File: config.mk
export PLATFORM = sky130hd
export DESIGN_NAME = sdcd_core
export DESIGN_NICKNAME = d
export VERILOG_FILES = /design/src/common/sdcd_pkg.sv /design/src/core/sdcd_core.sv
export SDC_FILE = /design/constraint.sdc
export NUM_CORES = 1
export LEC_CHECK = 0
export ABC_CLOCK_PERIOD_IN_PS = 7300
export BUFFER_PORTS_ARGS = -buffer_cell sky130_fd_sc_hd__buf_2
export CAP_MARGIN = 20
export CORE_AREA = 3 3 160 200
export DETAILED_ROUTE_END_ITERATION = 12
export DIE_AREA = 0 0 163 203
export PLACE_DENSITY = 0.48
export SLEW_MARGIN = 10
export SYNTH_ARGS = -nofsm -noshare
export SYNTH_HDL_FRONTEND = slang
export SYNTH_SLANG_ARGS = --single-unit
File: constraint.sdc
create_clock -name pclk -period 7.3 [get_ports pclk]
set_input_delay 1.095 -clock pclk [delete_from_list [all_inputs] [get_ports pclk]]
set_output_delay 1.095 -clock pclk [all_outputs]
set_load 0.005 [all_outputs]
File: src/common/sdcd_pkg.sv
// Notes on behaviour
// - Commands decode from CS, RAS, CAS, WE and clock enable at the rising edge.
// - Mode register set: bank address picks the mode register, address carries opcode.
// - Bank commands act on the bank named by the bank address.
// - Valid inputs are driven by the controller; don't-care inputs are ignored.
// - A started read or write burst always completes; nothing cuts it short.
// - Fixed or on-the-fly burst length comes from mode register, not the command.
// - Write is CS low, RAS high, CAS low, WE low, clock enable high twice.
// - Read is CS low, RAS high, CAS low, WE high; column on low address bits.
// - Address bit 10 on read or write selects auto precharge when high.
// - On-the-fly write: bit 12 low gives chop of four, high gives eight.
// - On-the-fly read: bit 12 high gives eight beats, low gives four.
// - Activate takes a row address; read and write take a column address.
// - Bank, row and column widths are parameters set by density.
// - No refresh operation is performed while in power-down.
// - Termination input never affects decoding and is off during self refresh.
// - Self refresh exit is seen from clock enable high, not clock history.
// - No-operation never ends an operation in progress, such as a burst.
// - Deselect behaves exactly like no-operation.
`default_nettype none
package sdcd_pkg;

  localparam logic [11:0] SDCD_OFF_CTRL   = 12'h000;
  localparam logic [11:0] SDCD_OFF_STATUS = 12'h004;
  localparam logic [11:0] SDCD_OFF_LAST   = 12'h008;
  localparam logic [11:0] SDCD_OFF_MR0    = 12'h010;
  localparam logic [11:0] SDCD_OFF_MR3    = 12'h01C;

  localparam int          SDCD_CTRL_TERM_BIT = 0;
  localparam logic        SDCD_CTRL_TERM_RST = 1'b1;
  localparam int          SDCD_ST_ERR_CUT    = 8;
  localparam int          SDCD_ST_ERR_ILL    = 9;
  localparam int          SDCD_ST_BURST      = 4;
  localparam int          SDCD_ST_BURST_WR   = 5;

  localparam int          SDCD_AP_BIT = 10;
  localparam int          SDCD_BC_BIT = 12;

  localparam logic [1:0]  SDCD_BL_FIXED8 = 2'h0;
  localparam logic [1:0]  SDCD_BL_OTF    = 2'h1;
  localparam logic [1:0]  SDCD_BL_FIXED4 = 2'h2;

  localparam logic [2:0]  SDCD_BURST_CYC_BL8 = 3'h4;
  localparam logic [2:0]  SDCD_BURST_CYC_BC4 = 3'h2;

  typedef enum logic [4:0] {
    SDCD_CMD_NOP  = 5'h00,
    SDCD_CMD_DES  = 5'h01,
    SDCD_CMD_MRS  = 5'h02,
    SDCD_CMD_REF  = 5'h03,
    SDCD_CMD_SRE  = 5'h04,
    SDCD_CMD_SRX  = 5'h05,
    SDCD_CMD_PRE  = 5'h06,
    SDCD_CMD_PREA = 5'h07,
    SDCD_CMD_ACT  = 5'h08,
    SDCD_CMD_WR   = 5'h09,
    SDCD_CMD_RD   = 5'h0A,
    SDCD_CMD_ZQCL = 5'h0B,
    SDCD_CMD_ZQCS = 5'h0C,
    SDCD_CMD_PDE  = 5'h0D,
    SDCD_CMD_PDX  = 5'h0E,
    SDCD_CMD_HOLD = 5'h0F,
    SDCD_CMD_ILL  = 5'h10
  } sdcd_cmd_t;

  typedef enum logic [1:0] {
    SDCD_ST_NORMAL = 2'h0,
    SDCD_ST_PDN    = 2'h1,
    SDCD_ST_SREF   = 2'h2
  } sdcd_state_t;

endpackage : sdcd_pkg
`default_nettype wire

File: src/core/sdcd_core.sv
// The placing of the registers and the APB register port were left to the implementer.
`timescale 1ns/10ps
`default_nettype none
module sdcd_core
  import sdcd_pkg::*;
#(
  parameter int BA_W  = 3,
  parameter int ROW_W = 14,
  parameter int COL_W = 10
) (
  input  wire logic              pclk,
  input  wire logic              presetn,
  input  wire logic              psel,
  input  wire logic              penable,
  input  wire logic              pwrite,
  input  wire logic [11:0]       paddr,
  input  wire logic [31:0]       pwdata,
  output logic      [31:0]       prdata,
  output logic                   pready,
  output logic                   pslverr,
  input  wire logic              cke,
  input  wire logic              cs_n,
  input  wire logic              ras_n,
  input  wire logic              cas_n,
  input  wire logic              we_n,
  input  wire logic [BA_W-1:0]   ba,
  input  wire logic [ROW_W-1:0]  addr,
  input  wire logic              odt,
  output logic                   cmd_valid,
  output logic      [4:0]        cmd_code,
  output logic      [BA_W-1:0]   cmd_bank,
  output logic      [ROW_W-1:0]  row_addr,
  output logic      [COL_W-1:0]  column_addr,
  output logic                   auto_precharge_flag,
  output logic                   burst_chop_select,
  output logic                   burst_active,
  output logic                   burst_write,
  output logic                   refresh_pulse,
  output logic                   power_down,
  output logic                   self_refresh,
  output logic                   self_refresh_exit,
  output logic                   termination_on,
  output logic      [(1<<BA_W)-1:0] banks_open
);

  localparam int BANKS = 1 << BA_W;

  typedef struct packed {
    sdcd_state_t              st;
    logic                     cke_prev;
    logic [BANKS-1:0]         bank_open;
    logic [2:0]               burst_cnt;
    logic                     burst_wr;
    logic                     burst_ap;
    logic [BA_W-1:0]          burst_bank;
    logic [3:0][ROW_W-1:0]    mr;
    logic                     ctrl_term;
    logic                     err_cut;
    logic                     err_ill;
    logic [4:0]               last_cmd;
    logic                     cmd_valid;
    logic [4:0]               cmd;
    logic [BA_W-1:0]          bank;
    logic [ROW_W-1:0]         row;
    logic [COL_W-1:0]         col;
    logic                     ap;
    logic                     bc4;
    logic [31:0]              prdata;
  } sdcd_regs_t;

  sdcd_regs_t q;
  sdcd_regs_t d;

  // Pure strobe decode; the don't-care inputs never reach it when deselected
  function automatic sdcd_cmd_t sdcd_decode(input logic cke_p, input logic cke_n,
                                            input logic c_n, input logic r_n,
                                            input logic ca_n, input logic w_n);
    logic nop_like;
    nop_like = c_n | (r_n & ca_n & w_n);
    if (!cke_p && !cke_n) begin
      return SDCD_CMD_HOLD;
    end
    if (!cke_p && cke_n) begin
      return nop_like ? SDCD_CMD_PDX : SDCD_CMD_ILL;
    end
    if (cke_p && !cke_n) begin
      if (nop_like) begin
        return SDCD_CMD_PDE;
      end
      return (!r_n && !ca_n && w_n) ? SDCD_CMD_SRE : SDCD_CMD_ILL;
    end
    if (c_n) begin
      return SDCD_CMD_DES;
    end
    unique case ({r_n, ca_n, w_n})
      3'b000: return SDCD_CMD_MRS;
      3'b001: return SDCD_CMD_REF;
      3'b010: return SDCD_CMD_PRE;
      3'b011: return SDCD_CMD_ACT;
      3'b100: return SDCD_CMD_WR;
      3'b101: return SDCD_CMD_RD;
      3'b110: return SDCD_CMD_ZQCL;
      3'b111: return SDCD_CMD_NOP;
    endcase
  endfunction : sdcd_decode

  function automatic logic sdcd_mapped(input logic [11:0] a);
    return (a == SDCD_OFF_CTRL) || (a == SDCD_OFF_STATUS) || (a == SDCD_OFF_LAST) ||
           ((a >= SDCD_OFF_MR0) && (a <= SDCD_OFF_MR3) && (a[1:0] == 2'h0));
  endfunction : sdcd_mapped

  sdcd_cmd_t cmd;
  logic      apb_access;
  logic      ap_bit;
  logic      bc4_sel;
  logic      col_busy;

  // Zero wait states: the read word is captured in the setup cycle
  assign pready     = 1'b1;
  assign apb_access = psel & penable;
  assign pslverr    = apb_access & ~sdcd_mapped(paddr);
  assign ap_bit     = addr[SDCD_AP_BIT];

  // Burst mode comes only from the stored mode register 0 field
  always_comb begin
    unique case (q.mr[0][1:0])
      SDCD_BL_OTF:    bc4_sel = ~addr[SDCD_BC_BIT];
      SDCD_BL_FIXED4: bc4_sel = 1'b1;
      default:        bc4_sel = 1'b0;
    endcase
  end

  // A new column command may only chain onto the last beat pair of a burst
  assign col_busy = (q.burst_cnt > 3'h1);

  always_comb begin
    d           = q;
    d.cmd_valid = 1'b0;
    d.cke_prev  = cke;
    cmd         = sdcd_decode(q.cke_prev, cke, cs_n, ras_n, cas_n, we_n);

    if (q.burst_cnt != 3'h0) begin
      d.burst_cnt = q.burst_cnt - 3'h1;
      if (q.burst_cnt == 3'h1 && q.burst_ap) begin
        d.bank_open[q.burst_bank] = 1'b0;
      end
    end

    if (psel && !penable) begin
      d.prdata = 32'h0000_0000;
      if (paddr == SDCD_OFF_CTRL) begin
        d.prdata[SDCD_CTRL_TERM_BIT] = q.ctrl_term;
      end else if (paddr == SDCD_OFF_STATUS) begin
        d.prdata[1:0]              = q.st;
        d.prdata[SDCD_ST_BURST]    = (q.burst_cnt != 3'h0);
        d.prdata[SDCD_ST_BURST_WR] = q.burst_wr;
        d.prdata[SDCD_ST_ERR_CUT]  = q.err_cut;
        d.prdata[SDCD_ST_ERR_ILL]  = q.err_ill;
        d.prdata[16 +: BANKS]      = q.bank_open;
      end else if (paddr == SDCD_OFF_LAST) begin
        d.prdata[4:0] = q.last_cmd;
      end else if (sdcd_mapped(paddr)) begin
        d.prdata[ROW_W-1:0] = q.mr[paddr[3:2]];
      end
    end

    if (apb_access && pwrite) begin
      if (paddr == SDCD_OFF_CTRL) begin
        d.ctrl_term = pwdata[SDCD_CTRL_TERM_BIT];
      end else if (paddr == SDCD_OFF_STATUS) begin
        // Cleared first so a fresh error in the same cycle survives
        d.err_cut = q.err_cut & ~pwdata[SDCD_ST_ERR_CUT];
        d.err_ill = q.err_ill & ~pwdata[SDCD_ST_ERR_ILL];
      end
    end

    if (q.st == SDCD_ST_SREF) begin
      cmd = cke ? SDCD_CMD_SRX : SDCD_CMD_HOLD;
    end else if (q.st == SDCD_ST_PDN && cmd != SDCD_CMD_PDX && cmd != SDCD_CMD_ILL) begin
      // Only the wake-up or an illegal exit attempt passes, so no refresh can slip in while asleep
      cmd = SDCD_CMD_HOLD;
    end
    if (cmd == SDCD_CMD_PRE && ap_bit) begin
      cmd = SDCD_CMD_PREA;
    end
    if (cmd == SDCD_CMD_ZQCL && !ap_bit) begin
      cmd = SDCD_CMD_ZQCS;
    end
    if ((cmd == SDCD_CMD_WR || cmd == SDCD_CMD_RD) && col_busy) begin
      d.err_cut = 1'b1;
      cmd       = SDCD_CMD_NOP;
    end

    if (cmd != SDCD_CMD_HOLD && cmd != SDCD_CMD_NOP && cmd != SDCD_CMD_DES) begin
      d.cmd_valid = 1'b1;
      d.cmd       = cmd;
      d.last_cmd  = cmd;
      d.bank      = ba;
      d.ap        = ap_bit;
      d.bc4       = 1'b0;
    end

    unique case (cmd)
      SDCD_CMD_MRS: begin
        d.mr[ba[1:0]] = addr;
      end
      SDCD_CMD_SRE: begin
        d.st = SDCD_ST_SREF;
      end
      SDCD_CMD_SRX: begin
        d.st = SDCD_ST_NORMAL;
      end
      SDCD_CMD_PDE: begin
        d.st = SDCD_ST_PDN;
      end
      SDCD_CMD_PDX: begin
        d.st = SDCD_ST_NORMAL;
      end
      SDCD_CMD_PRE: begin
        d.bank_open[ba] = 1'b0;
      end
      SDCD_CMD_PREA: begin
        d.bank_open = '0;
      end
      SDCD_CMD_ACT: begin
        d.bank_open[ba] = 1'b1;
        d.row           = addr;
      end
      SDCD_CMD_WR, SDCD_CMD_RD: begin
        d.col        = addr[COL_W-1:0];
        d.bc4        = bc4_sel;
        d.burst_wr   = (cmd == SDCD_CMD_WR);
        d.burst_ap   = ap_bit;
        d.burst_bank = ba;
        d.burst_cnt  = bc4_sel ? SDCD_BURST_CYC_BC4 : SDCD_BURST_CYC_BL8;
      end
      SDCD_CMD_ILL: begin
        d.err_ill = 1'b1;
      end
      default: begin
      end
    endcase
  end

  always_ff @(posedge pclk or negedge presetn) begin
    if (!presetn) begin
      q           <= '0;
      q.st        <= SDCD_ST_NORMAL;
      q.cke_prev  <= 1'b0;
      q.ctrl_term <= SDCD_CTRL_TERM_RST;
    end else begin
      q <= d;
    end
  end

  assign prdata              = q.prdata;
  assign cmd_valid           = q.cmd_valid;
  assign cmd_code            = q.cmd;
  assign cmd_bank            = q.bank;
  assign row_addr            = q.row;
  assign column_addr         = q.col;
  assign auto_precharge_flag = q.ap;
  assign burst_chop_select   = q.bc4;
  assign burst_active        = (q.burst_cnt != 3'h0);
  assign burst_write         = q.burst_wr;
  // Refresh pulses only come from a decoded refresh, never in power-down
  assign refresh_pulse       = q.cmd_valid & (q.cmd == SDCD_CMD_REF);
  assign power_down          = (q.st == SDCD_ST_PDN);
  assign self_refresh        = (q.st == SDCD_ST_SREF);
  // Combinational so the wake is seen before any clock history exists
  assign self_refresh_exit   = (q.st == SDCD_ST_SREF) & cke;
  // Termination is a side path only; it never enters the decoder
  assign termination_on      = odt & q.ctrl_term & (q.st != SDCD_ST_SREF);
  assign banks_open          = q.bank_open;

endmodule : sdcd_core
`default_nettype wire

# Word-level counts from Yosys, hierarchy flattened
# Memory sizes are Yosys's and may differ from the RTL's.
# Cells that the tools add are included.
# classes
n_bitwise	20
eq_ne	30
order_cmp	10
mul	0
div	0
n_mux	69
add_sub_neg	1
n_reduce_logical	46
shift	0
# ops
op	n
$mux W5	18
$bwmux W56	1
$mux W14	3
$eq A5 B4 Y1 const B	8
$mux W8	4
$bmux W14 S2	1
$demux W14 S2	1
$eq A5 B3 Y1 const B	5
$pmux W8 S3	1
$mux W1	21
$logic_and A1 B1 Y1	20
$mux W9	2
$and A8 B8 Y8	2
$mux W2	8
$not A8 Y8	2
$mux W13	1
$eq A12 B3 Y1 const B	1
$eq A12 B4 Y1 const B	1
$ge A12 B5 Y1 const B	1
$le A12 B5 Y1 const B	1
$logic_not A12 Y1	1
$reduce_bool A2 Y1	6
$mux W11	1
$and A1 B1 Y1	10
other kinds (32)	56
# word_totals
in_bits	72
mem_count	1
ff_bits	135
latchBits	0
ramBits	0
romBits	32
word_cells	199
output_inout_bits	84
# mem_list
memory	depth	width	read_ports	rd_clocked_by_memory_dff	write_ports	line	source
(no name shown)	8	4	1	0	0	sdcd_core.sv:95	unique case ({r_n, ca_n, w_n})

# Longest topological paths before layout
# depth
depth_word	34
depth_mapped	12
mapped_depth_nobuf	10

# Worst setup path after synthesis
# Ideal clock, no wire load.
# synth_timing
kind	input to register
from	input cs_n
to	register q (netlist bit cmd_bank[2])
required_time_ps	7161
path_buffers	2
arrival_ps	3290
setup_time_ps	139
path_stages	10
slack_ps	3871
path_cell_list	buf_2 > o21a_1 > o2bb2ai_2 > nor3_1 > nand2_2 > a21oi_2 > mux2_2 > buf_2 > a311oi_1 > o311ai_1
# synth_via
elab_chain_len	30
elab_cells_between_ends	41
cone_classes	8 x eq/ne; 23 x mux; 1 x bitwise; 9 x reduce/logical
# synth_lines
item	line	source
start, declared	sdcd_core.sv:22	input wire logic cs_n,
$or A1 B1 Y1	sdcd_core.sv:79	nop_like = c_n | (r_n & ca_n & w_n);
$mux W1	sdcd_core.sv:87	if (nop_like) begin
$mux W1 (2 in series)	sdcd_core.sv:86	if (cke_p && !cke_n) begin
$mux W1	sdcd_core.sv:83	if (!cke_p && cke_n) begin
$mux W5	sdcd_core.sv:90	return (!r_n && !ca_n && w_n) ? SDCD_CMD_SRE : SDCD_CMD_ILL;
$mux W5	sdcd_core.sv:86	
$mux W5	sdcd_core.sv:92	if (c_n) begin
$mux W5	sdcd_core.sv:95	
[... 13 more ...]	--	
$mux W5 *	sdcd_core.sv:186	if (cmd == SDCD_CMD_ZQCL && !ap_bit) begin
$eq A5 B4 Y1	sdcd_core.sv:189	if ((cmd == SDCD_CMD_WR || cmd == SDCD_CMD_RD) && col_busy) begin
$logic_or A1 B1 Y1	sdcd_core.sv:189	
$logic_and A1 B1 Y1	sdcd_core.sv:189	
$mux W5 *	sdcd_core.sv:189	
$ne A5 B4 Y1 / $reduce_bool A5 Y1 (equally long branches)	sdcd_core.sv:194	if (cmd != SDCD_CMD_HOLD && cmd != SDCD_CMD_NOP && cmd != SDCD_CMD_DES) begin
$logic_and A1 B1 Y1	sdcd_core.sv:194	
$logic_and A1 B1 Y1 *	sdcd_core.sv:194	
end, declared	sdcd_core.sv:71	sdcd_regs_t q;
# Every way passes the cells marked *; elsewhere a longest branch is shown, timed or not. The select of a mux whose other input is x is not followed.
# A chain may end at the register's enable or synchronous reset.

# Worst setup path in the final report
# layout_timing
from	input cke
to	register q (netlist bit row_addr[11])
# layout_via
elab_chain_len	26
elab_cells_between_ends	38
cone_classes	7 x eq/ne; 21 x mux; 10 x reduce/logical
# layout_lines
item	line	source
start, declared	sdcd_core.sv:21	input wire logic cke,
$logic_and A1 B1 Y1	sdcd_core.sv:83	
$mux W5	sdcd_core.sv:83	
$mux W5	sdcd_core.sv:87	
$mux W5	sdcd_core.sv:90	
$mux W5	sdcd_core.sv:86	
$mux W5	sdcd_core.sv:92	
$mux W5	sdcd_core.sv:95	
$mux W5	sdcd_core.sv:92	
[... 10 more ...]	--	
$eq A5 B4 Y1	sdcd_core.sv:186	
$logic_and A1 B1 Y1	sdcd_core.sv:186	
$mux W5 *	sdcd_core.sv:186	
$eq A5 B4 Y1	sdcd_core.sv:189	
$logic_or A1 B1 Y1	sdcd_core.sv:189	
$logic_and A1 B1 Y1	sdcd_core.sv:189	
$mux W5 *	sdcd_core.sv:189	
$eq A5 B4 Y1 *	sdcd_core.sv:203	unique case (cmd)
# Marked as above.

==> results.toml <==
[run_status]
outcome = "complete, no violations"

[route]
wire_per_inst_um = 18.0
drc = 0
finalWirelength_um = 20300
vias = 5135
drt_iter0_drc = 211
viasPerCell = 4.54
route.antenna.remaining_nets = 0
first_pass_iters = 4

[floorplanning]
initial_core_util_pct = 24.9
fp.dieW_um = 163
die-area_sq_um = 33100
ios = 156
row_count = 71
core_sq_um = 30200
die_y_um = 203

[timing]
layout_setup_ws_ns = 2.88
rsz0062_at_grt = "false"
finalSetupViolations = 0
final.min_clock_period_ns = 4.42
drv_slew = 0
worst_slew_pin_slew_ns = 1.11
timing.hold.ws_ns = 0.458
post-route-period-util_pct = 60.5
fmax_mhz = 226
slew_headroom_pct = 26.2
hold_viol = 0
tns_ns = 0
clock_skew_ns = 0.0117

[clock_network]
cts_buffers = 17
clock-sinks = 135
cts_root_buffer = "clkbuf_16"
clock_latency_ns = 0.43
cts.repair.resized = 0
cts.clk_slew.worst_paths_ns = 0.06
cts_post_setup_buffers_inserted = 0
tritoncts = "yes"
htree_num_levels = 4
postCtsHoldBufs = 0
clockBufferDepth = 2

[synth]
yosysUniqueCellTypes = 76
ys_seq_area_share_pct = 45.0
syn_inst = 677
synth_enable_flop_cells = 0
avgSynthCellArea_sq_um = 11.1
syn_area_sq_um = 7510
synth-seq-cells = 135
synth.area.top_cells = "dfrtp_1 (45%), mux2_2 (9.1%), buf_4 (7.4%)"
yosysMostFrequentCell = "dfrtp_1"
synth_top_area_share_pct = 44.6
post-synth-top-area-cell = "dfrtp_1"
netlist_top_cells_count = "dfrtp_1 (134), buf_4 (74), nand2_1 (63)"
async_flop_share_pct = 100
synthFlopType = "dfrtp_1"
synth_warnings = 0

[min_path]
hp-class = "flip-flop to flip-flop"
hold_path_end = "prdata[18]"
holdCritStartpoint = "prdata[18]"
hold_path_depth = 2

[pwr]
p_sw_uw = 914
p_leak_uw = 0.00401
clkPwrFrac_pct = 32.2
p_per_area_nw_per_um2 = 336
intPower_uw = 1970
combPwrFrac_pct = 29.9
p_seq_share_pct = 37.9
peakVddDrop_mv = 0.171
p_sw_share_pct = 31.7

[global_routing]
grt_max_degree = 84
grt_pass1_wl_um = 32100
grt_use_total_pct = 12.7
grt_overflow_total = 0
antenna_found_initial = 1
grt_pass1_vias = 5360

[critical_path]
r2r-start = "q[147]"
endpoint_kind = "flip-flop"
cp.arrival_ns = 4.72
start_kind = "input pin"
r2r_end = "row_addr[11]"
ff2ff_setup_slack_ns = 3.14
worstSetupPathType = "input pin to flip-flop"
path_max_fanout = 12
cpMaxStageDelayCell = "nor3b_4"
critPathRequiredTime_ns = 7.60
worst-r2r-cell-count = 9
path_cells = "buf_2, xor2_2, nand2_1, nor3b_2, nor3_2, a21oi_2, o311ai_2, nor3b_4, buf_4, mux2_4"
cp_slowest_stage_delay_ns = 0.81

[placement]
pre_cts_ws_ns = 2.37
gp_congestion = 0.781
place_inst = 1100
port-buffer-count = 115
dpl.hpwl_um = 14400

[final_layout]
diodes = 0
area_delta_synth_final_pct = 14.1
drive_gt1_share_pct = 37.3
utilization_pct = 28.4
fin_cells = 1132
layout.nets = 798

[job]
maxCapViolations = 0
[how the worst max path moves through the flow]
stage | from | to | slack, ns | cells after the start
6_report | cke | row_addr[11] | 2.88 | 10
5_1_grt | cke | row_addr[11] | 2.63 | 10
3_3_place_gp | cke | row_addr[6] | 2.42 | 10
2_1_floorplan | cs_n | cmd_bank[2] | 3.87 | 10
4_1_cts | cke | row_addr[11] | 2.81 | 10
3_5_place_dp | cke | row_addr[11] | 2.37 | 10
[final cells by class]
class | count | area, sq um
fill | 3174 | 21600
sequential | 135 | 3380
multi-input combinational | 422 | 3350
timing repair buffer | 122 | 634
tap | 401 | 502
clock buffer | 21 | 460
clock inverter | 11 | 171
inverter | 20 | 75.1
[critical path, delay by kind of cell]
kind / cells / cell delay, ns
and+or+nand+nor: 4 / 1.85
buffers and inverters: 2 / 0.57
AOI/OAI and AO/OA: 2 / 0.55
muxes: 1 / 0.32
xor gates and xnor gates: 1 / 0.31
[power groups by stage]
stage | sequential, uW | combinational (uW) | clock (uW)
detailed placement | 1110 | 877 | 0
global placement | 1110 | 867 | 0
CTS | 1100 | 881 | 961
finish | 1090 | 862 | 929
global route | 1130 | 961 | 989
floorplan | 1060 | 740 | 0
[layer usage]
layer	vias to the layer above	global-route usage, %	wire [um]
li1	2434	-	-
met5	-	0	7
met4	2	3.66	245
met2	111	21.6	10200
met3	21	3.16	906
met1	2567	15.8	9010
[state kept, by name, indices dropped and copies added, names as in the netlist]
register	count
column_addr	10
auto_precharge_flag	1
cmd_valid	1
prdata	22
burst_write	1
burst_chop_select	1
banks_open	8
cmd_bank	3
cmd_code	5
q	69
row_addr	14
[placed cells by master, fill, tap and decap left out, types with 11 or more instances in the layout]
cell       count
o21ai_0       24
nor2_1        17
nand3_1       21
inv_1         19
dfrtp_1      134
a21oi_1       26
clkbuf_16     17
buf_2        114
mux2_2        61
conb_1        11
nand2_1       63
mux2_4        22
[logic make-up after synthesis]
family / count (synthesis) / synth area share (%)
fa+ha+maj: 8 / 1.33
other cells: 2 / 0.100
flops: 135 / 45.0
xor+xnor: 4 / 0.666
compound gates: 123 / 12.1
simple gates: 175 / 12.5
mux: 101 / 17.5
buf+inv: 129 / 10.9
[metrics by stage]
| stage | power [uW] | cell area [sq um] |
|---|---|---|
| 6_report | 2890 | 8580 |
| 4_1_cts | 2940 | 8580 |
| 3_5_place_dp | 1990 | 7940 |
| 2_1_floorplan | 1800 | 7550 |
| 3_3_place_gp | 1970 | 7940 |
| 5_1_grt | 3080 | 8580 |
(Power assumes the default switching activity.)
